## config.mk

```make
export PLATFORM = sky130hd
export DESIGN_NAME = dc_frame_error_flags
export DESIGN_NICKNAME = d
export VERILOG_FILES = /design/src/core/dc_flags_pkg.sv /design/src/core/dc_frame_error_flags.sv /design/src/core/dc_sticky_bits.sv
export VERILOG_INCLUDE_DIRS = /design/src /design/src/core
export SDC_FILE = /design/constraint.sdc
export NUM_CORES = 1
export LEC_CHECK = 0
export BUFFER_PORTS_ARGS = -buffer_cell sky130_fd_sc_hd__buf_2
export CAP_MARGIN = 20
export CORE_MARGIN = 2
export CORE_UTILIZATION = 40
export CTS_CLUSTER_SIZE = 20
export DETAILED_ROUTE_END_ITERATION = 10
export PLACE_DENSITY = 0.66
export SYNTH_ARGS = -nofsm -noshare
export SYNTH_HDL_FRONTEND = slang
export SYNTH_SLANG_ARGS = --single-unit
```

## constraint.sdc

```tcl
create_clock -name i_mclk -period 1.5 [get_ports i_mclk]
set_input_delay 0.075 -clock i_mclk [delete_from_list [all_inputs] [get_ports i_mclk]]
set_output_delay 0.075 -clock i_mclk [all_outputs]
set_load 0.05 [all_outputs]
```

## src/core/dc_flags_defines.svh

```systemverilog
// offsets, field positions and reset values for the chain port error flags
`ifndef DC_FLAGS_DEFINES_SVH
`define DC_FLAGS_DEFINES_SVH

`define ADDR_W         12
`define DATA_W         8

`define OFF_BIT_DIAG   12'h783
`define OFF_CMD_STAT   12'h784
`define OFF_RESP_STAT  12'h785
`define OFF_CTRL       12'h7a0
`define OFF_INT_STAT   12'h7a1
`define OFF_INT_CLR    12'h7a2
`define OFF_INT_EN     12'h7a3

`define BIT_CRC        0
`define BIT_UNEXP      1
`define BIT_BYTE       2
`define BIT_SOF        3
`define BIT_INIT       5
`define DIAG_SUM       4
`define DIAG_W         4

`define CTRL_DIR       0
`define CTRL_CLR       1

`define INT_CMD        0
`define INT_RESP       1
`define INT_DIAG       2
`define INT_W          3

`define RST_BYTE       8'h00
`define RST_INT        3'h0

`endif

```

## src/core/dc_flags_pkg.sv

```systemverilog
// types shared by the chain port error flag logic
package dc_flags_pkg;

    typedef enum logic [1:0] {
        FS_IDLE,
        FS_CMD,
        FS_RESP,
        FS_SKIP
    } frame_state_t;

endpackage

```

## src/core/dc_frame_error_flags.sv

```systemverilog
// error detection and status flags for frames on the high side chain port
`timescale 1ns/1ps
`default_nettype none
`include "dc_flags_defines.svh"

module dc_frame_error_flags (
    input  wire logic              i_mclk,
    input  wire logic              i_resetn,
    input  wire logic [`ADDR_W-1:0] i_addr,
    input  wire logic [`DATA_W-1:0] i_wr_data,
    input  wire logic              i_wr_en,
    input  wire logic              i_rd_en,
    output logic      [`DATA_W-1:0] o_rd_data,
    input  wire logic              i_rx_byte,
    input  wire logic              i_rx_sof,
    input  wire logic              i_rx_resp,
    input  wire logic              i_rx_init_err,
    input  wire logic              i_rx_byte_err,
    input  wire logic              i_frame_end,
    input  wire logic              i_crc_ok,
    input  wire logic [`DIAG_W-1:0] i_bit_diag,
    output logic                   o_irq,
    output logic                   o_dir_sel
);

    function automatic logic hit(input logic [`ADDR_W-1:0] a,
                                 input logic [`ADDR_W-1:0] off);
        return a == off;
    endfunction

    dc_flags_pkg::frame_state_t state_q;
    dc_flags_pkg::frame_state_t state_d;

    logic [`DATA_W-1:0] cmd_set;
    logic [`DATA_W-1:0] resp_set;
    logic [`DATA_W-1:0] diag_set;
    logic [`DATA_W-1:0] flag_clr;
    logic [`DATA_W-1:0] cmd_q;
    logic [`DATA_W-1:0] resp_q;
    logic [`DATA_W-1:0] diag_q;
    logic [`DATA_W-1:0] rd_d;
    logic [`DATA_W-1:0] rd_q;
    logic [`INT_W-1:0]  int_set;
    logic [`INT_W-1:0]  int_clr;
    logic [`INT_W-1:0]  int_q;
    logic [`INT_W-1:0]  int_en_q;
    logic               dir_q;
    logic               irq_q;
    logic               clr_req;
    logic               bad_byte;

    assign o_rd_data = rd_q;
    assign o_irq     = irq_q;
    assign o_dir_sel = dir_q;

    // a start marker or a decode fault on a mid-frame byte
    assign bad_byte = i_rx_byte && (i_rx_sof || i_rx_byte_err);

    // frame tracker: one pass per frame, errors end checking until frame end
    always_comb begin
        state_d  = state_q;
        cmd_set  = `RST_BYTE;
        resp_set = `RST_BYTE;
        case (state_q)
            dc_flags_pkg::FS_IDLE: begin
                if (i_rx_byte) begin
                    if (i_rx_init_err || !i_rx_sof) begin
                        cmd_set[`BIT_INIT] = dir_q;
                        state_d = i_frame_end ? dc_flags_pkg::FS_IDLE : dc_flags_pkg::FS_SKIP;
                    end else if (i_rx_resp) begin
                        if (dir_q) begin
                            resp_set[`BIT_UNEXP] = 1'b1;
                            state_d = dc_flags_pkg::FS_SKIP;
                        end else begin
                            state_d = dc_flags_pkg::FS_RESP;
                        end
                    end else begin
                        if (!dir_q) begin
                            cmd_set[`BIT_UNEXP] = 1'b1;
                            state_d = dc_flags_pkg::FS_SKIP;
                        end else begin
                            state_d = dc_flags_pkg::FS_CMD;
                        end
                    end
                end
            end
            dc_flags_pkg::FS_CMD: begin
                if (bad_byte) begin
                    // start marker outranks a byte fault on the same byte
                    cmd_set[`BIT_SOF]  = i_rx_sof && dir_q;
                    cmd_set[`BIT_BYTE] = !i_rx_sof && dir_q;
                    state_d = i_frame_end ? dc_flags_pkg::FS_IDLE : dc_flags_pkg::FS_SKIP;
                end else if (i_frame_end) begin
                    // a dropped frame reports the checksum only
                    cmd_set[`BIT_CRC] = !i_crc_ok;
                    state_d = dc_flags_pkg::FS_IDLE;
                end
            end
            dc_flags_pkg::FS_RESP: begin
                if (bad_byte) begin
                    resp_set[`BIT_SOF]  = i_rx_sof && !dir_q;
                    resp_set[`BIT_BYTE] = !i_rx_sof && !dir_q;
                    state_d = i_frame_end ? dc_flags_pkg::FS_IDLE : dc_flags_pkg::FS_SKIP;
                end else if (i_frame_end) begin
                    resp_set[`BIT_CRC] = !i_crc_ok;
                    state_d = dc_flags_pkg::FS_IDLE;
                end
            end
            dc_flags_pkg::FS_SKIP: begin
                // nothing is checked until the frame is over
                if (i_frame_end) begin
                    state_d = dc_flags_pkg::FS_IDLE;
                end
            end
            default: begin
                state_d = dc_flags_pkg::FS_IDLE;
            end
        endcase
    end

    always_ff @(posedge i_mclk or negedge i_resetn) begin
        if (!i_resetn) begin
            state_q <= dc_flags_pkg::FS_IDLE;
        end else begin
            state_q <= state_d;
        end
    end

    // byte faults also mark the bit diagnostic summary
    always_comb begin
        diag_set = `RST_BYTE;
        diag_set[`DIAG_W-1:0] = i_bit_diag;
        diag_set[`DIAG_SUM]   = (|i_bit_diag) || cmd_set[`BIT_BYTE] || resp_set[`BIT_BYTE];
    end

    // one write clears all error flags; an error in that cycle still lands
    assign clr_req  = i_wr_en && hit(i_addr, `OFF_CTRL) && i_wr_data[`CTRL_CLR];
    assign flag_clr = {`DATA_W{clr_req}};

    dc_sticky_bits #(
        .W (`DATA_W)
    ) u_cmd_flags (
        .i_mclk   (i_mclk),
        .i_resetn (i_resetn),
        .i_set    (cmd_set),
        .i_clr    (flag_clr),
        .o_bits   (cmd_q)
    );

    dc_sticky_bits #(
        .W (`DATA_W)
    ) u_resp_flags (
        .i_mclk   (i_mclk),
        .i_resetn (i_resetn),
        .i_set    (resp_set),
        .i_clr    (flag_clr),
        .o_bits   (resp_q)
    );

    dc_sticky_bits #(
        .W (`DATA_W)
    ) u_diag_flags (
        .i_mclk   (i_mclk),
        .i_resetn (i_resetn),
        .i_set    (diag_set),
        .i_clr    (flag_clr),
        .o_bits   (diag_q)
    );

    assign int_set[`INT_CMD]  = |cmd_set;
    assign int_set[`INT_RESP] = |resp_set;
    assign int_set[`INT_DIAG] = |diag_set;
    assign int_clr = (i_wr_en && hit(i_addr, `OFF_INT_CLR)) ? i_wr_data[`INT_W-1:0] : `RST_INT;

    dc_sticky_bits #(
        .W (`INT_W)
    ) u_int_flags (
        .i_mclk   (i_mclk),
        .i_resetn (i_resetn),
        .i_set    (int_set),
        .i_clr    (int_clr),
        .o_bits   (int_q)
    );

    // status registers ignore writes at their own offsets; only the clear writes reset them
    always_ff @(posedge i_mclk or negedge i_resetn) begin
        if (!i_resetn) begin
            dir_q <= 1'b0;
        end else if (i_wr_en && hit(i_addr, `OFF_CTRL)) begin
            dir_q <= i_wr_data[`CTRL_DIR];
        end
    end

    always_ff @(posedge i_mclk or negedge i_resetn) begin
        if (!i_resetn) begin
            int_en_q <= `RST_INT;
        end else if (i_wr_en && hit(i_addr, `OFF_INT_EN)) begin
            int_en_q <= i_wr_data[`INT_W-1:0];
        end
    end

    // registered, so the line trails its status bit by one cycle
    always_ff @(posedge i_mclk or negedge i_resetn) begin
        if (!i_resetn) begin
            irq_q <= 1'b0;
        end else begin
            irq_q <= |(int_q & int_en_q);
        end
    end

    always_comb begin
        rd_d = `RST_BYTE;
        if (hit(i_addr, `OFF_BIT_DIAG)) begin
            rd_d = diag_q;
        end else if (hit(i_addr, `OFF_CMD_STAT)) begin
            rd_d = cmd_q;
        end else if (hit(i_addr, `OFF_RESP_STAT)) begin
            rd_d = resp_q;
        end else if (hit(i_addr, `OFF_CTRL)) begin
            rd_d[`CTRL_DIR] = dir_q;
        end else if (hit(i_addr, `OFF_INT_STAT)) begin
            rd_d[`INT_W-1:0] = int_q;
        end else if (hit(i_addr, `OFF_INT_EN)) begin
            rd_d[`INT_W-1:0] = int_en_q;
        end
    end

    // data stands for the one cycle after the strobe, zero otherwise
    always_ff @(posedge i_mclk or negedge i_resetn) begin
        if (!i_resetn) begin
            rd_q <= `RST_BYTE;
        end else begin
            rd_q <= i_rd_en ? rd_d : `RST_BYTE;
        end
    end
endmodule

`default_nettype wire

```

## src/core/dc_sticky_bits.sv

```systemverilog
// bank of sticky flag bits, set wins over clear
`timescale 1ns/1ps
`default_nettype none

module dc_sticky_bits #(
    parameter int W = 8
) (
    input  wire logic         i_mclk,
    input  wire logic         i_resetn,
    input  wire logic [W-1:0] i_set,
    input  wire logic [W-1:0] i_clr,
    output logic      [W-1:0] o_bits
);

    genvar g;
    generate
        for (g = 0; g < W; g = g + 1) begin : g_bit
            always_ff @(posedge i_mclk or negedge i_resetn) begin
                if (!i_resetn) begin
                    o_bits[g] <= 1'b0;
                end else if (i_set[g]) begin
                    o_bits[g] <= 1'b1;
                end else if (i_clr[g]) begin
                    o_bits[g] <= 1'b0;
                end
            end
        end
    endgenerate

endmodule

`default_nettype wire

```

==> results of run 1 <==
-- synthesized netlist by cell type (3+ instances only) --
master / instances
dfrtp_1: 30
nand2_1: 11
nor2_1: 10
inv_1: 9
a21o_1: 7
o2bb2ai_1: 7
nand3_1: 6
a21oi_1: 4
a221o_1: 4
clkbuf_1: 4
ha_1: 4
mux2i_1: 4
o21ai_0: 4
and3b_1: 3
buf_2: 3
mux2_4: 3
nand3b_1: 3
o21bai_1: 3
-- cell families (layout without fill, tap and decap cells) --
group                      count (synthesis)  after routing
muxes                                      9              9
AOI/OAI and AO/OA                         43             43
other                                      1              2
and+or+nand+nor                           53             53
buffers and inverters                     18             76
DFF                                       30             30
adders and majority gates                  4              4
-- layer usage --
| layer | up-vias | routed length (µm) | share of wire (%) | track usage (%) |
|---|---|---|---|---|
| met5 | - | 0 | 0 | 0 |
| met4 | 0 | 59 | 1.4 | 6.50 |
| met3 | 7 | 321 | 7.8 | 5.76 |
| met2 | 54 | 2030 | 49 | 33.1 |
| met1 | 693 | 1710 | 42 | 24.3 |
| li1 | 701 | - | - | - |
-- path summary, 6_finish.rpt --
check	from	end	depth (start not counted)
max	state_q[0]	state_q[1]	5
min	i_wr_data[0]	o_dir_sel	2
max reg2reg	state_q[0]	state_q[1]	5
min reg2reg	u_diag_flags.o_bits[3]	u_diag_flags.o_bits[3]	1
max in group asynchronous	i_resetn	o_dir_sel	2
min in group asynchronous	i_resetn	o_rd_data[4]	2
-- state kept, by name (all words and copies together) (netlist names), 2 cells and up --
| name | count |
|---|---|
| o_rd_data | 6 |
| u_cmd_flags.o_bits | 5 |
| u_diag_flags.o_bits | 5 |
| u_resp_flags.o_bits | 4 |
| int_en_q | 3 |
| u_int_flags.o_bits | 3 |
| state_q | 2 |
-- area by class of cell --
class	instances	share of cell area, %
Multi-Input combinational cell	111	38.7
Sequential cell	30	34.6
Timing Repair Buffer	60	17.1
Clock buffer	6	3.80
Tap cell	50	2.88
Inverter	9	1.56
Clock inverter	1	1.38
-- critical path: cells and delay by family, from the launching register on --
| family | cells | cell delay, ps |
|---|---|---|
| compound gates | 2 | 460 |
| buf+inv | 1 | 90 |
| simple gates | 1 | 60 |
| fa+ha+maj | 1 | 290 |
| flops | 1 | 400 |
-- repair_timing --
item	4_1_cts	5_1_grt
gates cloned	0	0
pin swaps	1	1
hold buffers	5	0
endpoints found under the setup margin	1	3
gates resized for setup	1	5
endpoints found under the hold margin	34	0
buffers inserted	2	1
-- report_power, final --
group	internal (mW)	switching (mW)	total, mW
Sequential	0.905	0.0696	0.975
Combinational	0.301	0.299	0.601
Clock	0.531	0.292	0.823
-- cell usage in the layout (no fill, tap or decap), drive strengths merged, types with 2 or more instances in the layout --
cell type	n
nor4	4
nand4b	2
a221o	4
nand3b	3
mux2	5
ha	4
nor2	10
dfrtp	30
buf	55
nand2	11
clkbuf	6
mux2i	4
o22ai	2
nand3	6
inv	9
a31oi	2
and3b	3
a21o	7
o2bb2ai	7
a21oi	4
a22o	2
nand2b	2
dlygate4sd3	5
and4	2
o21ai	4
conb	2
or3b	2
o21bai	3
==> impl_metrics.env, run 1 <==
export IMPL_clk_pin_slew_ps=60
export IMPL_yosysWarnings=0
export IMPL_grt_pass1_vias=1464
export IMPL_synthAdderAreaFrac_pct=3.04
export IMPL_regArea_um2=752
export IMPL_layout_setup_ws_ps=86.9
export IMPL_synthCells=158
export IMPL_synth_edf_count=0
export IMPL_cp_start_kind="register"
export IMPL_num_rows=23
export IMPL_finClkSkew_ps=4.78
export IMPL_die_area_um2=4640
export IMPL_h_tree_depth=2
export IMPL_ant_nets=0
export IMPL_tightestPinTransition_ps=652
export IMPL_grtUsageTotal_pct=19.7
export IMPL_arrival_ps=1570
export IMPL_synth_seq_cells=30
export IMPL_grt_antenna_before_repair=0
export IMPL_globalplace_congestion=0.845
export IMPL_synth_top_family_by_area="compound AO/OA/AOI/OAI gates"
export IMPL_antenna_cells=0
export IMPL_fin_setup_tns_ps=0
export IMPL_area_growth_pct=32.0
export IMPL_firstDrtPassIters=4
export IMPL_synth_simple_area_share_pct=19.8
export IMPL_nets=256
export IMPL_synth_top_cell_by_area="dfrtp_1"
export IMPL_yosysSeqAreaShare_pct=45.7
export IMPL_finalCritPeriodShare_pct=94.2
export IMPL_cts_buffer_depth=2
export IMPL_critPathSlowestCell="dfrtp_1"
export IMPL_synth_ff_type="dfrtp_1"
export IMPL_fillers=358
export IMPL_crit_type="register to register"
export IMPL_relSlewSlack_pct=56.5
export IMPL_synth_cell_types=48
export IMPL_finalWirelength_mm=4.12
export IMPL_fp_dieW_um=68.1
export IMPL_post_route_util_pct=54.7
export IMPL_multiInputGateArea_um2=840
export IMPL_vias=1455
export IMPL_coreArea_um2=3970
export IMPL_final_cell_area_um2=2170
export IMPL_drc=0
export IMPL_max_cap_violations=0
export IMPL_cts_tree="built"
export IMPL_synth_compound_area_share_pct=19.9
export IMPL_cts_buffers=5
export IMPL_rrSetupSlack_ps=90
export IMPL_irDropWorstVdd_mv=0.715
export IMPL_synth_xor_area_share_pct=0
export IMPL_status="complete, no violations"
export IMPL_rsz0062_at_grt="false"
export IMPL_final_min_clock_period_ps=1410
export IMPL_finalHoldViolCount=0
export IMPL_io_pins=45
export IMPL_worstPathCellList="inv_2 -> ha_2 -> o21bai_4 -> nor2_1 -> a221o_1"
export IMPL_cts_sinks=30
export IMPL_cts_root_buf="clkbuf_8"
export IMPL_setup_viol=0
export IMPL_grt_pass1_wl_mm=6.65
export IMPL_die_h_um=68.1
export IMPL_final_cells=267
export IMPL_required_ps=1660
export IMPL_start_util_pct=41.4
export IMPL_synthMuxAreaShare_pct=6.54
export IMPL_power_leakage_nw=0.998
export IMPL_power_mw=2.40
export IMPL_cp_end_kind="register"
export IMPL_grt_max_degree=31
export IMPL_drt_wirelength_per_cell_um=15.4
export IMPL_drive_gt1_share_pct=35.9
export IMPL_dp_slack_ps=-125
export IMPL_clock_latency_ps=280
export IMPL_min_path_type="input pin to register"
export IMPL_powerDensity_nw_per_um2=1100
export IMPL_cp_max_fo=3
export IMPL_drt_iter0_drc=101
export IMPL_synthArstFlopShare_pct=100
export IMPL_syn_area_um2=1640
export IMPL_overflow=0
export IMPL_place_area_um2=1960
export IMPL_drv_slew=0
export IMPL_vias_per_cell=5.45
export IMPL_synth_top_cell_area_share_pct=45.7
export IMPL_hold_ws_ps=39.6
export IMPL_max_stage_delay_ps=400
export IMPL_dp_cells=252
export IMPL_synth_area_top_cells="dfrtp_1, o2bb2ai_1, a21o_1, ha_1, mux2_4"
export IMPL_fmax_ghz=0.708
export IMPL_hpwl_mm=3.19
export IMPL_numPortBuffers=37
export IMPL_synth_area_per_cell_um2=10.4
(Power assumes the default switching activity.)
==> run 2, diff against run 1 <==
--- a/config.mk
+++ b/config.mk
@@ -13,6 +13,7 @@
 export CTS_CLUSTER_SIZE = 20
 export DETAILED_ROUTE_END_ITERATION = 10
 export PLACE_DENSITY = 0.66
+export REMOVE_ABC_BUFFERS = 1
 export SYNTH_ARGS = -nofsm -noshare
 export SYNTH_HDL_FRONTEND = slang
 export SYNTH_SLANG_ARGS = --single-unit
==> run 2 against run 1 <==
  * Via count about the same
  * Design area fell by 1.0%
  * Sequential cell count did not move
  * Maximum frequency fell by 0.31%
  * Sequential share of layout area grew 0.30 points
  * Register-to-register slack about the same
  * Count of clock-buffer cells in the layout is the same
  * Routed wire length about the same
  * Non-clock buffer count fell by 2
  * Clock skew is 2.9 ps higher
  * Critical path depth rose by 1
  * Largest power group unchanged
  * Highest routed layer unchanged
==> impl_metrics.env, run 2 (synthesis gave the netlist of run 1 again) <==
export IMPL_min_path_type="input pin to register"
export IMPL_largest_reg_flops=6
export IMPL_io_pins=45
export IMPL_clk_pin_slew_ps=70
export IMPL_drive_gt1_share_pct=34.4
export IMPL_irDropWorstVdd_mv=0.658
export IMPL_finClkSkew_ps=7.63
export IMPL_num_rows=23
export IMPL_finalWirelength_mm=4.12
export IMPL_crit_type="register to register"
export IMPL_start_util_pct=41.4
export IMPL_antenna_cells=0
export IMPL_final_min_clock_period_ps=1420
export IMPL_numPortBuffers=37
export IMPL_drt_iter0_drc=93
export IMPL_cp_max_fo=4
export IMPL_die_area_um2=4640
export IMPL_worstPathCellList="buf_4 -> ha_1 -> nand3b_1 -> a21o_1 -> nand2_1 -> a21o_1"
export IMPL_power_leakage_nw=0.992
export IMPL_drc=0
export IMPL_grt_pass1_wl_mm=6.49
export IMPL_hold_ws_ps=12.4
export IMPL_coreArea_um2=3970
export IMPL_hpwl_mm=3.19
export IMPL_drt_wirelength_per_cell_um=15.6
export IMPL_critPathSlowestCell="dfrtp_1"
export IMPL_fin_setup_tns_ps=0
export IMPL_h_tree_depth=2
export IMPL_cts_tree="built"
export IMPL_cts_sinks=30
export IMPL_vias_per_cell=5.49
export IMPL_final_cell_mix="buf_2, dfrtp_1, buf_4"
export IMPL_firstDrtPassIters=4
export IMPL_tightestPinTransition_ps=656
export IMPL_vias=1456
export IMPL_clock_latency_ps=280
export IMPL_status="complete, no violations"
export IMPL_overflow=0
export IMPL_drv_slew=0
export IMPL_finalHoldViolCount=0
export IMPL_cts_buffers=5
export IMPL_crit_buf_inv=1
export IMPL_final_common_cell="buf_2"
export IMPL_min_path_cells=2
export IMPL_grtUsageTotal_pct=19.3
export IMPL_powerDensity_nw_per_um2=1110
export IMPL_arrival_ps=1590
export IMPL_die_h_um=68.1
export IMPL_worstSetupPathDepth=6
export IMPL_required_ps=1680
export IMPL_max_stage_delay_ps=380
export IMPL_finalCritPeriodShare_pct=94.5
export IMPL_setup_viol=0
export IMPL_grt_antenna_before_repair=0
export IMPL_grt_max_degree=31
export IMPL_cp_start_kind="register"
export IMPL_r2r_cells=6
export IMPL_nets=254
export IMPL_cp_end_kind="register"
export IMPL_cpLargestDelayFamily="flip-flops"
export IMPL_globalplace_congestion=0.882
export IMPL_fmax_ghz=0.705
export IMPL_ant_nets=0
export IMPL_grt_pass1_vias=1397
export IMPL_cts_buffer_depth=2
export IMPL_cts_root_buf="clkbuf_8"
export IMPL_max_cap_violations=0
export IMPL_fp_dieW_um=68.1
export IMPL_area_growth_pct=30.7
export IMPL_cpMostUsedCell="a21o_1"
export IMPL_relSlewSlack_pct=56.3
-- run 2: cell count changes in the layout (fill, tap and decap cells not counted) --
cell | before | now
o21bai_4 | 1 | 0
o21bai_2 | 0 | 1
ha_4 | 0 | 1
dlygate4sd3_1 | 5 | 4
a2111oi_0 | 1 | 0
nand3_1 | 5 | 6
dfrtp_2 | 1 | 0
dfrtp_1 | 29 | 30
a2111oi_1 | 0 | 1
buf_4 | 18 | 17
ha_2 | 2 | 0
ha_1 | 2 | 3
nand3_2 | 1 | 0
-- run 2: worst paths after layout --
kind / from / end / slack, ps
setup / recovery: state_q[1] / u_diag_flags.o_bits[4] / 80
hold reg to reg: u_diag_flags.o_bits[2] / u_diag_flags.o_bits[2] / 490
min in group asynchronous: i_resetn / int_en_q[2] / 360
setup reg to reg: state_q[1] / u_diag_flags.o_bits[4] / 80
max in group asynchronous: i_resetn / u_resp_flags.o_bits[0] / 710
hold / removal: i_bit_diag[1] / u_diag_flags.o_bits[1] / 10
-- run 2: timing repair --
item | 4_1_cts | 5_1_grt
setup endpoints to repair | 1 | 4
pin swaps | 1 | 1
setup buffers | 1 | 1
hold endpoints to repair | 33 | 0
hold buffers | 4 | 0
resized for setup | 0 | 4
-- run 2: stage by stage --
stage / setup WS [ps] / area (µm²) / util (%) / power [mW] / cells
CTS: 16.4 / 2120 / 53.5 / 2.35 / 264
global route: -1.26 / 2150 / 54.1 / 2.53 / 265
finish: 82.5 / 2150 / 54.1 / 2.39 / 265
floorplan: -19.5 / 1600 / - / 1.29 / 150
global placement: -120 / 1960 / 49.4 / 1.46 / 252
detailed placement: -131 / 1960 / 49.4 / 1.50 / 252
-- run 2: report_power, final --
part	switching [mW]	internal, mW
Combinational	0.292	0.299
Sequential	0.0674	0.905
Clock	0.298	0.531
-- run 2: final cells by class --
| class | count | area (µm²) |
|---|---|---|
| inverter | 9 | 33.8 |
| clock buffer | 6 | 82.6 |
| clock inverter | 1 | 30.0 |
| sequential | 30 | 751 |
| timing repair buffer | 58 | 353 |
| fill | 367 | 1820 |
| multi-input combinational | 111 | 836 |
| tap | 50 | 62.6 |
-- run 2: worst register-to-register path: cells and delay by family, from the launching register on --
kind,cells,cell delay [ps]
AO/OA/AOI/OAI,2,320
adder cells (fa/ha/maj),1,210
buffers and inverters,1,140
flip-flops,1,380
AND/OR/NAND/NOR,2,270
-- run 2: routing by layer --
metal,global-route usage [%],vias up,routed length (µm),part of all wire [%]
met4,8.00,0,61,1.5
li1,-,704,-,-
met5,0,-,0,0
met2,31.6,45,2000,48
met3,3.95,6,224,5.4
met1,24.7,701,1840,45
==> run 3, diff against run 2 <==
--- a/config.mk
+++ b/config.mk
@@ -6,13 +6,13 @@
 export SDC_FILE = /design/constraint.sdc
 export NUM_CORES = 1
 export LEC_CHECK = 0
-export BUFFER_PORTS_ARGS = -buffer_cell sky130_fd_sc_hd__buf_2
+export ABC_AREA = 1
 export CAP_MARGIN = 20
 export CORE_MARGIN = 2
 export CORE_UTILIZATION = 40
 export CTS_CLUSTER_SIZE = 20
 export DETAILED_ROUTE_END_ITERATION = 10
-export PLACE_DENSITY = 0.66
+export DONT_BUFFER_PORTS = 1
 export REMOVE_ABC_BUFFERS = 1
 export SYNTH_ARGS = -nofsm -noshare
 export SYNTH_HDL_FRONTEND = slang
==> run 3 against run 2 <==
  * Non-clock buffer count decreased by 43
  * Worst hold slack better by 1.5 ps
  * Final cell count up 16%
  * Maximum frequency increased by 4.3%
  * Sequential cell count is the same
  * Die area rose by 7.4%
  * Clock power about the same
  * Area after synthesis increased by 7.9%
  * Routed wire length fell by 8.1%
  * Largest cell class unchanged
==> impl_metrics.env, run 3 <==
export IMPL_synth_edf_count=0
export IMPL_yosysSeqAreaShare_pct=42.3
export IMPL_synth_simple_area_share_pct=31.7
export IMPL_final_min_clock_period_ps=1360
export IMPL_fp_dieW_um=70.6
export IMPL_cts_buffers=5
export IMPL_synth_cell_types=29
export IMPL_finalWirelength_mm=3.79
export IMPL_final_cell_mix="nand2_1, inv_1, dfrtp_1"
export IMPL_grt_antenna_before_repair=0
export IMPL_syn_area_um2=1770
export IMPL_r2r_cells=7
export IMPL_worstSetupPathDepth=7
export IMPL_grt_pass1_wl_mm=6.48
export IMPL_coreArea_um2=4320
export IMPL_overflow=0
export IMPL_synth_common_cells="nand2_1, inv_1, dfrtp_1, nand3_1, nor2_1"
export IMPL_setup_viol=0
export IMPL_clock_latency_ps=280
export IMPL_drv_slew=0
export IMPL_min_path_type="input pin to register"
export IMPL_cts_sinks=30
export IMPL_antenna_cells=0
export IMPL_cts_root_buf="clkbuf_8"
export IMPL_drt_wirelength_per_cell_um=12.3
export IMPL_drive_gt1_share_pct=12.1
export IMPL_rrSetupSlack_ps=140
export IMPL_num_rows=24
export IMPL_finalCritPeriodShare_pct=90.6
export IMPL_cp_start_kind="register"
export IMPL_cpLargestDelayFamily="flip-flops"
export IMPL_cpMostUsedCell="inv_1"
export IMPL_synth_top_cell_area_share_pct=42.3
export IMPL_fillers=452
export IMPL_hpwl_mm=2.91
export IMPL_largest_reg_flops=6
export IMPL_synth_top_family_by_area="simple AND/OR/NAND/NOR gates"
export IMPL_synthArstFlopShare_pct=100
export IMPL_dp_slack_ps=30.7
export IMPL_dp_cells=289
export IMPL_synth_area_top_cells="dfrtp_1, nand2_1, inv_1, nand3_1, nor2_1"
export IMPL_h_tree_depth=2
export IMPL_synthMuxAreaShare_pct=0
export IMPL_endpoint="u_diag_flags.o_bits[4]"
export IMPL_synth_ff_type="dfrtp_1"
export IMPL_vias_per_cell=4.98
export IMPL_cts_buffer_depth=2
export IMPL_fmax_ghz=0.736
export IMPL_final_cell_area_um2=2100
export IMPL_yosysWarnings=0
export IMPL_die_area_um2=4980
export IMPL_io_pins=45
export IMPL_max_cap_violations=0
export IMPL_nets=295
export IMPL_arrival_ps=1520
export IMPL_final_common_cell="nand2_1"
export IMPL_synth_area_per_cell_um2=7.49
export IMPL_status="complete, no violations"
export IMPL_firstDrtPassIters=4
export IMPL_worstPathCellList="inv_1 -> ha_1 -> inv_1 -> nor2_1 -> nand3_1 -> nor3b_4 -> o21ai_0"
export IMPL_synthMostInstantiatedCell="nand2_1"
export IMPL_synth_seq_cells=30
export IMPL_clk_pin_slew_ps=60
export IMPL_irDropWorstVdd_mv=0.710
export IMPL_fin_setup_tns_ps=0
export IMPL_finClkSkew_ps=5.87
export IMPL_powerDensity_nw_per_um2=1090
export IMPL_start_util_pct=41.0
export IMPL_die_h_um=70.6
export IMPL_synthCells=237
export IMPL_power_leakage_nw=1.09
export IMPL_rr_endpoint="u_diag_flags.o_bits[4]"
export IMPL_place_area_um2=1840
export IMPL_crit_type="register to register"
export IMPL_final_cells=308
export IMPL_synth_top_cell_by_area="dfrtp_1"
export IMPL_synthAdderAreaFrac_pct=2.82
export IMPL_grt_max_degree=31
export IMPL_drc=0
export IMPL_synth_compound_area_share_pct=11.3
export IMPL_grtUsageTotal_pct=16.5
export IMPL_cts_tree="built"
export IMPL_vias=1533
export IMPL_critPathSlowestCell="dfrtp_1"
export IMPL_finalHoldViolCount=0
export IMPL_synth_xor_area_share_pct=0
export IMPL_area_growth_pct=18.3
export IMPL_hold_ws_ps=13.9
export IMPL_crit_buf_inv=2
export IMPL_max_stage_delay_ps=400
export IMPL_startpoint="state_q[0]"
export IMPL_globalplace_congestion=0.761
export IMPL_reg2reg_from="state_q[0]"
export IMPL_drt_iter0_drc=39
export IMPL_numPortBuffers=0
export IMPL_required_ps=1660
export IMPL_layout_setup_ws_ps=141
export IMPL_grt_pass1_vias=1485
export IMPL_ant_nets=0
export IMPL_cp_max_fo=4
export IMPL_cp_end_kind="register"
==> run 3: cell count changes after synthesis, sizes merged, moves of 5 or more <==
cell / delta
a21o: -7
inv: +38
mux2: -5
nand2: +48
nand3: +15
nand4: +6
nor2: +12
nor3: +5
o21ai: +17
o2bb2ai: -7
==> run 3: metrics by stage <==
| stage | power, mW | util (%) |
|---|---|---|
| floorplan | 1.30 | - |
| global placement | 1.42 | 42.4 |
| detailed placement | 1.43 | 42.4 |
| CTS | 2.31 | 48.1 |
| global route | 2.41 | 48.6 |
| finish | 2.29 | 48.6 |
==> run 3: per-layer routing <==
layer / part of all wire (%) / vias up / wire [µm] / track usage (%)
met2: 46 / 39 / 1740 / 27.3
met3: 4.3 / 8 / 162 / 3.99
met4: 1.8 / 0 / 69 / 5.66
met5: 0 / - / 0 / 0
li1: - / 787 / - / -
met1: 48 / 699 / 1820 / 21.5
==> run 3: worst min path at each step <==
stage | slack [ps] | startpoint | cells after the start | end
floorplan | -220 | i_resetn | 0 | int_en_q[0]
global placement | -220 | i_resetn | 0 | o_rd_data[2]
detailed placement | -220 | i_resetn | 0 | o_rd_data[2]
CTS | 8 | i_frame_end | 2 | u_cmd_flags.o_bits[0]
global route | 20 | i_rx_resp | 2 | u_resp_flags.o_bits[1]
finish | 10 | i_rx_resp | 2 | u_resp_flags.o_bits[1]
==> run 3: logic make-up (layout without fill, tap and decap cells) <==
family	count (synthesis)	in the layout
buffers and inverters	51	69
adder cells (fa/ha/maj)	4	4
other	1	2
flip-flops	30	30
AND/OR/NAND/NOR	115	115
AO/OA/AOI/OAI	36	36
==> run 3: cell type report <==
type                            instances  area (µm²)  area share [%]
Inverter                               47         176            8.40
Clock inverter                          1        30.0            1.43
Clock buffer                            6        82.6            3.93
Tap cell                               52        65.1            3.10
Multi-Input combinational cell        157         842            40.1
Sequential cell                        30         751            35.8
Timing Repair Buffer                   15         153            7.27
==> run 3: where the power goes <==
part | total, mW | internal, mW | switching (mW)
combinational | 0.473 | 0.200 | 0.273
clock | 0.829 | 0.531 | 0.298
sequential | 0.987 | 0.910 | 0.0771
total | 2.29 | 1.64 | 0.648
==> run 3: what timing repair did <==
| item | in CTS | in global routing |
|---|---|---|
| setup buffers | 0 | 0 |
| endpoints found under the setup margin | 0 | 3 |
| resized for setup | 0 | 4 |
| hold buffers | 12 | 0 |
| hold endpoints to repair | 41 | 0 |
